--- src/design/pced_pkg.sv ---
// pin change edge detector: constants, register map and carrier types
// assumes an apb slave on a 250 MHz single clock and six external pins
//
// How it works
// - Each of the six pins has a rising-edge enable bit in bits 5..0.
// - Each pin has a falling-edge enable bit in a separate register.
// - A rising edge on a pin with its rise enable set sets its flag.
// - A falling edge on a pin with its fall enable set sets its flag.
// - An enabled edge that sets a flag whose mask bit is set also raises the summary irq.
// - With both enables clear a pin's transitions leave its flag alone.
// - A flag stays at one until software writes zero to it.
// - Flags are read/write and a hardware set wins over any write.
// - Bits 7 and 6 of all four registers read zero, ignore writes.
// - Every reset clears all enable and flag bits.
package pced_pkg;
  localparam int NPINS = 6;
  localparam logic [7:0] ADDR_RISE = 8'h00;
  localparam logic [7:0] ADDR_FALL = 8'h04;
  localparam logic [7:0] ADDR_FLAG = 8'h08;
  localparam logic [7:0] ADDR_MASK = 8'h0c;
  localparam logic [5:0] PINS_RESET = 6'h00;
  localparam logic [5:0] MASK_RESET = 6'h3f;
  localparam logic [31:0] RD_ZERO = 32'h0000_0000;

  typedef struct packed {
    logic [7:0] addr;
    logic write;
    logic [31:0] wdata;
  } pced_req_t;

  typedef struct packed {
    logic [5:0] rise;
    logic [5:0] fall;
  } pced_enables_t;
endpackage

--- src/design/pced_sync.sv ---
// pin change edge detector: two-flop synchroniser plus edge finder
// assumes pins are asynchronous to sys_clk
`timescale 1ns/1ps
module pced_sync
  import pced_pkg::*;
(
  // clock and reset
  input wire logic sys_clk,
  input wire logic rst_n,
  // pins
  input wire logic [NPINS-1:0] port_pin,
  // edges, one-cycle pulses
  output logic [NPINS-1:0] rise_pulse,
  output logic [NPINS-1:0] fall_pulse
);
  logic [NPINS-1:0] meta_reg;
  logic [NPINS-1:0] sync_reg;
  logic [NPINS-1:0] prev_reg;

  // the first stage feeds only the second one
  always_ff @(posedge sys_clk or negedge rst_n) begin
    if (!rst_n) begin
      meta_reg <= PINS_RESET;
      sync_reg <= PINS_RESET;
      prev_reg <= PINS_RESET;
    end else begin
      meta_reg <= port_pin;
      sync_reg <= meta_reg;
      prev_reg <= sync_reg;
    end
  end

  genvar i;
  generate
    for (i = 0; i < NPINS; i++) begin : g_edge
      assign rise_pulse[i] = sync_reg[i] & ~prev_reg[i];
      assign fall_pulse[i] = ~sync_reg[i] & prev_reg[i];
    end
  endgenerate
endmodule

--- src/design/pced_top.sv ---
// pin change edge detector: apb registers, flags and summary interrupt
// assumes an apb master on sys_clk and pins from outside the clock domain
`timescale 1ns/1ps
module pced_top
  import pced_pkg::*;
(
  // clock and reset
  input wire logic sys_clk,
  input wire logic rstn,
  // apb slave
  input wire logic psel,
  input wire logic penable,
  input wire logic pwrite,
  input wire logic [7:0] paddr,
  input wire logic [31:0] pwdata,
  output logic [31:0] prdata,
  output logic pready,
  output logic pslverr,
  // pins
  input wire logic [NPINS-1:0] port_pin,
  // interrupt
  output logic change_summary_irq
);
  logic rst_meta_reg;
  logic rst_n;
  pced_req_t req;
  pced_enables_t en_reg;
  logic [NPINS-1:0] flag_reg;
  logic [NPINS-1:0] flag_next;
  logic [NPINS-1:0] mask_reg;
  logic [NPINS-1:0] rise_pulse;
  logic [NPINS-1:0] fall_pulse;
  logic [NPINS-1:0] hw_set;
  logic wr_en;
  logic mapped;

  // reset release is synchronised, assertion stays asynchronous
  always_ff @(posedge sys_clk or negedge rstn) begin
    if (!rstn) begin
      rst_meta_reg <= 1'b0;
      rst_n <= 1'b0;
    end else begin
      rst_meta_reg <= 1'b1;
      rst_n <= rst_meta_reg;
    end
  end

  pced_sync u_sync (
    .sys_clk(sys_clk),
    .rst_n(rst_n),
    .port_pin(port_pin),
    .rise_pulse(rise_pulse),
    .fall_pulse(fall_pulse)
  );

  assign req.addr = paddr;
  assign req.write = pwrite;
  assign req.wdata = pwdata;
  assign mapped = (req.addr == ADDR_RISE) || (req.addr == ADDR_FALL) ||
                  (req.addr == ADDR_FLAG) || (req.addr == ADDR_MASK);
  // zero wait states: every access completes in its first access cycle
  assign pready = 1'b1;
  assign pslverr = psel & penable & ~mapped;
  assign wr_en = psel & penable & req.write & mapped;

  // enables: only bits 5..0 are stored, upper bits are dropped
  always_ff @(posedge sys_clk or negedge rst_n) begin
    if (!rst_n) begin
      en_reg.rise <= PINS_RESET;
      en_reg.fall <= PINS_RESET;
    end else if (wr_en) begin
      if (req.addr == ADDR_RISE) begin
        en_reg.rise <= req.wdata[NPINS-1:0];
      end
      if (req.addr == ADDR_FALL) begin
        en_reg.fall <= req.wdata[NPINS-1:0];
      end
    end
  end

  // mask gates flags onto the irq; resets open so the summary works at once
  always_ff @(posedge sys_clk or negedge rst_n) begin
    if (!rst_n) begin
      mask_reg <= MASK_RESET;
    end else if (wr_en && req.addr == ADDR_MASK) begin
      mask_reg <= req.wdata[NPINS-1:0];
    end
  end

  // a pin with both enables clear never produces a set
  assign hw_set = (rise_pulse & en_reg.rise) |
                  (fall_pulse & en_reg.fall);

  // flags: software write stores the value, hardware set wins the same cycle
  always_comb begin
    flag_next = flag_reg;
    if (wr_en && req.addr == ADDR_FLAG) begin
      flag_next = req.wdata[NPINS-1:0];
    end
    flag_next = flag_next | hw_set;
  end

  always_ff @(posedge sys_clk or negedge rst_n) begin
    if (!rst_n) begin
      flag_reg <= PINS_RESET;
    end else begin
      flag_reg <= flag_next;
    end
  end

  always_ff @(posedge sys_clk or negedge rst_n) begin
    if (!rst_n) begin
      change_summary_irq <= 1'b0;
    end else begin
      change_summary_irq <= |(flag_next & mask_reg);
    end
  end

  // read data registered off the setup cycle so it is valid in access
  always_ff @(posedge sys_clk or negedge rst_n) begin
    if (!rst_n) begin
      prdata <= RD_ZERO;
    end else if (psel && !penable && !req.write) begin
      case (req.addr)
        ADDR_RISE: prdata <= {26'h0, en_reg.rise};
        ADDR_FALL: prdata <= {26'h0, en_reg.fall};
        ADDR_FLAG: prdata <= {26'h0, flag_next};
        ADDR_MASK: prdata <= {26'h0, mask_reg};
        default: prdata <= RD_ZERO;
      endcase
    end
  end

  a_rise_sets_flag: assert property (@(posedge sys_clk) disable iff (!rst_n)
    |(rise_pulse & en_reg.rise) |=> |flag_reg)
    else $error("enabled rising edge did not set a flag");
  a_fall_sets_flag: assert property (@(posedge sys_clk) disable iff (!rst_n)
    |(fall_pulse & en_reg.fall) |=> |flag_reg)
    else $error("enabled falling edge did not set a flag");
  a_irq_follows_flag: assert property (@(posedge sys_clk) disable iff (!rst_n)
    |(hw_set & mask_reg) |=> change_summary_irq)
    else $error("summary irq missing after an enabled edge");
  a_disabled_pin_quiet: assert property (@(posedge sys_clk)
    disable iff (!rst_n)
    (!(wr_en && req.addr == ADDR_FLAG) &&
     ((en_reg.rise | en_reg.fall) == 6'h00))
    |=> flag_reg == $past(flag_reg))
    else $error("flag changed with all edges disabled");
  a_flag_holds: assert property (@(posedge sys_clk) disable iff (!rst_n)
    (!(wr_en && req.addr == ADDR_FLAG)) |=> (flag_reg & $past(flag_reg))
    == $past(flag_reg))
    else $error("flag dropped without a software clear");
  a_set_beats_clear: assert property (@(posedge sys_clk) disable iff (!rst_n)
    |hw_set |=> (flag_reg & $past(hw_set)) == $past(hw_set))
    else $error("hardware set lost against a write");
  a_upper_rise_zero: assert property (@(posedge sys_clk) disable iff (!rst_n)
    psel && penable && !pwrite && paddr == ADDR_RISE
    |-> prdata[7:6] == 2'h0 && prdata[5:0] == en_reg.rise)
    else $error("rise enable readback wrong");
  a_fall_readback: assert property (@(posedge sys_clk) disable iff (!rst_n)
    psel && penable && !pwrite && paddr == ADDR_FALL
    |-> prdata[7:0] == {2'h0, en_reg.fall})
    else $error("fall enable readback wrong");
  a_reset_clears: assert property (@(posedge sys_clk)
    $rose(rst_n) |-> flag_reg == 6'h00 && en_reg == 12'h000)
    else $error("registers not cleared by reset");
  a_sync_two_stage: assert property (@(posedge sys_clk) disable iff (!rst_n)
    |rise_pulse |-> |$past(port_pin, 2))
    else $error("edge seen without synchroniser delay");
endmodule

--- config.mk ---
export PLATFORM = sky130hd
export DESIGN_NAME = pced_top
export DESIGN_NICKNAME = d
export VERILOG_FILES = /design/src/design/pced_pkg.sv /design/src/design/pced_sync.sv /design/src/design/pced_top.sv
export SDC_FILE = /design/constraint.sdc
export NUM_CORES = 1
export LEC_CHECK = 0
export BUFFER_PORTS_ARGS = -buffer_cell sky130_fd_sc_hd__buf_2
export CORE_MARGIN = 1
export CORE_UTILIZATION = 25
export CTS_CLUSTER_SIZE = 24
export DETAILED_ROUTE_END_ITERATION = 7
export PLACE_DENSITY = 0.48
export SYNTH_ARGS = -nofsm -noshare
export SYNTH_HDL_FRONTEND = slang
export SYNTH_SLANG_ARGS = --single-unit
--- constraint.sdc ---
create_clock -name sys_clk -period 1.5 [get_ports sys_clk]
set_input_delay 0.15 -clock sys_clk [delete_from_list [all_inputs] [get_ports sys_clk]]
set_output_delay 0.15 -clock sys_clk [all_outputs]
set_load 0.005 [all_outputs]
==> results of run 1 <==
[how the worst max path moves through the flow]
stage             start                           end  slack [ns]  cells past startpoint
2_1_floorplan  paddr[7]         en_reg[0]$_DFFE_PN0P_       -0.26                      6
3_3_place_gp   paddr[7]  change_summary_irq$_DFF_PN0_       -0.47                      6
3_5_place_dp   paddr[7]  change_summary_irq$_DFF_PN0_       -0.45                      6
4_1_cts        paddr[0]         en_reg[2]$_DFFE_PN0P_       -0.06                      6
5_1_grt        paddr[0]         en_reg[1]$_DFFE_PN0P_       -0.14                      6
6_report       paddr[0]         en_reg[1]$_DFFE_PN0P_       -0.08                      6
[layout make-up]
type / count / share of cell area, %
multi-input cells: 136 / 32.6
inverters: 5 / 0.663
clock inverters: 1 / 0.265
flip-flops and latches: 51 / 45.4
repair buffers: 54 / 12.9
well taps: 108 / 4.77
clock buffers: 7 / 3.40
[through the flow]
step	cell area (um2)	hold WS, ns	utilization, %	cells	setup TNS (ns)
2_1_floorplan	2420	-0.146	-	223	-2.82
3_3_place_gp	2580	-0.0636	29.2	345	-7.76
3_5_place_dp	2580	-0.0631	29.2	345	-8.59
4_1_cts	2790	0.0863	31.6	361	-0.389
5_1_grt	2830	0.0950	32.0	362	-1.30
6_report	2830	0.0941	32.0	362	-0.566
[cells in the mapped netlist, types with 5 or more instances]
library cell                n  share of area [%]
sky130_fd_sc_hd__mux2_2    12                5.9
sky130_fd_sc_hd__dfstp_2    6                6.8
sky130_fd_sc_hd__buf_4     29                9.4
sky130_fd_sc_hd__inv_1      5               0.81
sky130_fd_sc_hd__dfrtp_1   45                 49
sky130_fd_sc_hd__nand3b_1   6                2.0
sky130_fd_sc_hd__o21ai_0   13                2.8
sky130_fd_sc_hd__nand2_1   26                4.2
[cell families after synthesis]
| group | synth area share, % |
|---|---|
| flops | 55.6 |
| compound gates | 13.9 |
| other cells | 0.325 |
| simple gates | 13.1 |
| mux | 5.85 |
| buf+inv | 11.2 |
[per-layer routing]
layer	vias to the layer above	part of all wire, %
met5	-	0
met4	0	0.97
met3	5	5.2
met2	60	43
met1	760	51
li1	759	-
[timing repair]
action | in CTS | in global routing
setup endpoints to repair | 12 | 23
setup buffers | 1 | 2
pin swaps | 3 | 3
resized for setup | 6 | 12
hold buffers | 7 | 0
hold endpoints to repair | 8 | 0
[power breakdown]
group | leakage (nW) | switching, mW | internal (mW)
clock network | 0.0505 | 0.466 | 0.421
logic | 0.630 | 0.137 | 0.102
registers | 0.621 | 0.0249 | 1.43
==> flow_metrics.env, run 1 <==
export IMPL_finalCritPeriodShare_pct=106
export IMPL_fin_ws_ns=-0.0840
export IMPL_area_of_the_die_um2=9620
export IMPL_fraction_of_final_layout_cells_sized_beyond_drive_strength_1_pct=34.6
export IMPL_layout_area_overhead_vs_synth_pct=22.7
export IMPL_synth_sequential_area_ratio_pct=55.6
export IMPL_largest_register_ff_count=12
export IMPL_io_pins=86
export IMPL_use_met2_pct=15.0
export IMPL_worst_skew_pair_late_latency_ns=0.31
export IMPL_row_count=34
export IMPL_fmax_mhz=631
export IMPL_cp_cell_sequence="buf_6, or4_4, nor4_4, nand2_1, nor2_4, mux2_2"
export IMPL_detail_route_wl_per_cell_um=13.4
export IMPL_final_net_count=304
export IMPL_synth_warnings=0
export IMPL_clkSinkCount=51
export IMPL_powerDensity_nw_per_um2=911
export IMPL_cp_data_required_time_ns=1.70
export IMPL_grtUsageMet3_pct=2.00
export IMPL_io_buffers=32
export IMPL_worstHoldPathCells=2
export IMPL_cts_tree="yes"
export IMPL_fin_crit_ns=1.58
export IMPL_timing_rr_end="change_summary_irq$_DFF_PN0_"
export IMPL_cp_top_family="simple AND/OR/NAND/NOR gates"
export IMPL_synth_edff_count=0
export IMPL_postRouteWirelength_um=4860
export IMPL_yosys_register_bits=51
export IMPL_routabilityCongestion=0.734
export IMPL_timing_critical_path_arrival_ns=1.78
export IMPL_netlist_area_um2=2310
export IMPL_detail_route_antenna_nets=0
export IMPL_timing_slew_headroom_pct=60.4
export IMPL_most_used_dff_post_synth="sky130_fd_sc_hd__dfrtp_1"
export IMPL_status="finished with violations"
export IMPL_setup_violations=12
export IMPL_worstSetupPathType="in -> reg"
export IMPL_initial_core_util_pct=26.1
export IMPL_via_count=1584
export IMPL_crit_slowest_cell="sky130_fd_sc_hd__or4_4"
export IMPL_ys_async_sr_fraction_pct=100
export IMPL_fillers=893
export IMPL_multi_input_comb_area_um2=923
export IMPL_start_kind="input port"
export IMPL_report_power_total_mw=2.58
export IMPL_grt_max_degree=30
export IMPL_hold_path_startpoint="pwdata[3]"
export IMPL_dp_hpwl_um=3600
export IMPL_preCtsSetupSlack_ns=-0.454
export IMPL_report_final_hold_viol_count=0
export IMPL_max_cap_violations=0
export IMPL_min_path_type="in -> reg"
export IMPL_drc_errors=16
export IMPL_grt_busiest_layer="met1"
export IMPL_cts_buffer_count=5
export IMPL_antenna_found_initial=0
export IMPL_worstSetupEndpointType="flip-flop"
export IMPL_worst_path_max_fanout=8
export IMPL_maxSlewViolCount=0
export IMPL_critPathBufInv=1
export IMPL_worst_r2r_path_depth=5
export IMPL_ir_drop_mv=0.383
export IMPL_root_buffer="sky130_fd_sc_hd__clkbuf_8"
export IMPL_first_global_vias=1502
export IMPL_grt_overflow_total=0
export IMPL_max_clock_path_buffers=2
export IMPL_groute_layer_met1_usage_pct=15.0
export IMPL_avgSynthCellArea_um2=11.7
export IMPL_regToRegSetupSlack_ns=0.18
export IMPL_coreArea_um2=8850
export IMPL_antenna_diode_count=0
export IMPL_netlist_instances=197
export IMPL_tightest_slew_ns=0.592
export IMPL_seqCellArea_um2=1280
export IMPL_total_leakage_power_nw=1.30
export IMPL_skew_ns=0.0109
export IMPL_reg2reg_from="en_reg[0]$_DFFE_PN0P_"
export IMPL_die_width_um=98.1
export IMPL_clkTransAtPathRegs_ns=0.09
export IMPL_critical_path_max_stage_delay_ns=0.61
export IMPL_grt_first_pass_wirelength_um=7700
export IMPL_post_synth_num_cell_types=35
export IMPL_dieHeight_um=98.1
export IMPL_violations="DRC, setup timing"
export IMPL_grt_setup_unrepaired="true"
export IMPL_most_common_layout_cells="sky130_fd_sc_hd__dfrtp_1, sky130_fd_sc_hd__buf_2, sky130_fd_sc_hd__conb_1, sky130_fd_sc_hd__nand2_1, sky130_fd_sc_hd__buf_4"
export IMPL_leading_cell_type_in_the_layout_fill_and_taps_excluded="sky130_fd_sc_hd__dfrtp_1"
export IMPL_htreeDepth=2
export IMPL_drt_iter0_markers=149
export IMPL_timing_hold_worst_endpoint="en_reg[3]$_DFFE_PN0P_"
export IMPL_globalRouteTotalUtil_pct=10.4
export IMPL_drt_vias_per_instance=4.38
export IMPL_detail_route_first_pass_iterations=8
Note: power is estimated with default switching activity, not from simulation.
==> run 2: changes to the inputs <==
Settings changed: CORE_UTILIZATION 25 to 44, PLACE_DENSITY 0.48 to 0.75.
==> run 2 against run 1 <==
Compared with the run above:
- the run ends with setup timing left
- utilization up 26 points
- via count up 2.0%
- maximum frequency increased by 0.20%
- clock power down 2.8%
- critical path depth stayed put
- sequential power barely moved
- critical endpoint unchanged
- largest power group unchanged
==> flow_metrics.env, run 2 (same netlist as run 1, synthesis figures left out) <==
export IMPL_status="finished with violations"
export IMPL_violations="setup timing"
export IMPL_cts_tree="yes"
export IMPL_fraction_of_final_layout_cells_sized_beyond_drive_strength_1_pct=36.0
export IMPL_grt_first_pass_wirelength_um=7290
export IMPL_fin_crit_ns=1.58
export IMPL_worst_skew_pair_late_latency_ns=0.30
export IMPL_grt_max_degree=22
export IMPL_largest_register_ff_count=12
export IMPL_drt_vias_per_instance=5.05
export IMPL_area_of_the_die_um2=5540
export IMPL_timing_slew_headroom_pct=62.9
export IMPL_critPathCapture="en_reg[1]$_DFFE_PN0P_"
export IMPL_regToRegSetupSlack_ns=0.21
export IMPL_first_global_vias=1517
export IMPL_final_net_count=303
export IMPL_reg2reg_from="en_reg[0]$_DFFE_PN0P_"
export IMPL_place_area_um2=2520
export IMPL_report_final_hold_viol_count=0
export IMPL_io_pins=86
export IMPL_cts_buffer_count=5
export IMPL_total_leakage_power_nw=1.31
export IMPL_min_path_type="in -> reg"
export IMPL_max_cap_violations=0
export IMPL_skew_ns=0.00706
export IMPL_dieHeight_um=74.4
export IMPL_worst_r2r_path_depth=5
export IMPL_detail_route_wl_per_cell_um=14.2
export IMPL_start_kind="input port"
export IMPL_final_standard_cell_count_with_taps_included_and_fillers_excluded=320
export IMPL_report_power_total_mw=2.57
export IMPL_die_width_um=74.4
export IMPL_drt_iter0_markers=113
export IMPL_maxSlewViolCount=0
export IMPL_max_clock_path_buffers=2
export IMPL_powerDensity_nw_per_um2=914
export IMPL_preCtsSetupSlack_ns=-0.434
export IMPL_io_buffers=32
export IMPL_layout_core_utilization_pct=57.6
export IMPL_globalRouteTotalUtil_pct=18.1
export IMPL_coreArea_um2=4880
export IMPL_worstSetupEndpointType="flip-flop"
export IMPL_finalCritPeriodShare_pct=105
export IMPL_tightest_slew_ns=0.555
export IMPL_clkSinkCount=51
export IMPL_grt_setup_unrepaired="true"
export IMPL_row_count=25
export IMPL_worstSetupPathType="in -> reg"
export IMPL_routabilityCongestion=0.780
export IMPL_worstHoldPathCells=2
export IMPL_worst_hold_slack_after_final_layout_ns=0.0917
export IMPL_timing_rr_end="change_summary_irq$_DFF_PN0_"
export IMPL_layout_area_overhead_vs_synth_pct=21.8
export IMPL_design_area_um2=2810
export IMPL_clkTransAtPathRegs_ns=0.09
export IMPL_drc_errors=0
export IMPL_initial_core_util_pct=47.3
export IMPL_postRouteWirelength_um=4560
export IMPL_most_common_layout_cells="sky130_fd_sc_hd__dfrtp_1, sky130_fd_sc_hd__buf_2, sky130_fd_sc_hd__conb_1, sky130_fd_sc_hd__nand2_1, sky130_fd_sc_hd__buf_4"
export IMPL_antenna_found_initial=0
export IMPL_setup_tns_ns=-0.579
export IMPL_dp_hpwl_um=3400
export IMPL_root_buffer="sky130_fd_sc_hd__clkbuf_8"
export IMPL_timing_critical_path_arrival_ns=1.77
export IMPL_fin_ws_ns=-0.0808
export IMPL_detail_route_first_pass_iterations=5
export IMPL_antenna_diode_count=0
export IMPL_detail_route_antenna_nets=0
export IMPL_fmax_mhz=633
export IMPL_htreeDepth=2
export IMPL_worst_path_max_fanout=8
export IMPL_setup_violations=12
export IMPL_cp_data_required_time_ns=1.69
export IMPL_numPlacedInstances=301
export IMPL_via_count=1615
export IMPL_grt_overflow_total=0
export IMPL_worst_setup_path_startpoint="paddr[0]"
export IMPL_leading_cell_type_in_the_layout_fill_and_taps_excluded="sky130_fd_sc_hd__dfrtp_1"
export IMPL_ir_drop_mv=0.500
## run 2: cell types whose count changed in the layout (fill, tap and decap cells not counted), sizes merged
| cell | delta |
|---|---|
| buf | -1 |
## run 2: layout make-up
class / instances / area [um2]
Fill cell: 429 / 2070
Timing Repair Buffer: 53 / 370
Sequential cell: 51 / 1280
Clock inverter: 1 / 7.51
Multi-Input combinational cell: 136 / 950
Tap cell: 67 / 83.8
Inverter: 5 / 18.8
Clock buffer: 7 / 96.3
## run 2: layer usage
metal,vias up,global-route usage [%],routed length (um)
met1,775,24.4,2080
met4,0,7.55,78
li1,755,-,-
met2,76,28.5,2130
met5,-,0,0
met3,9,3.79,270
## run 2: repair_timing
action | CTS | global route
pin swaps | 5 | 10
hold buffers | 7 | 0
setup endpoints to repair | 11 | 20
gates cloned | 0 | 0
endpoints found under the hold margin | 8 | 0
gates resized for setup | 9 | 17
setup buffers | 3 | 1
## run 2: worst min path at each step
stage / start / end
CTS: pwdata[5] / en_reg[5]$_DFFE_PN0P_
floorplan: rstn / rst_meta_reg$_DFF_PN0_
global placement: rstn / rst_meta_reg$_DFF_PN0_
finish: pwdata[5] / en_reg[5]$_DFFE_PN0P_
detailed placement: rstn / rst_meta_reg$_DFF_PN0_
global route: pwdata[5] / en_reg[5]$_DFFE_PN0P_
## run 2: power breakdown
group | switching, mW | internal, mW | leakage (nW)
clock | 0.442 | 0.420 | 0.0505
combinational | 0.132 | 0.111 | 0.642
sequential | 0.0374 | 1.43 | 0.621
## run 2: worst max-delay path: stages
cell	delay [ns]
sky130_fd_sc_hd__buf_6	0.09
sky130_fd_sc_hd__or4_4	0.61
sky130_fd_sc_hd__nor4_4	0.21
sky130_fd_sc_hd__nand2_2	0.12
sky130_fd_sc_hd__nor2_4	0.23
sky130_fd_sc_hd__mux2_2	0.36
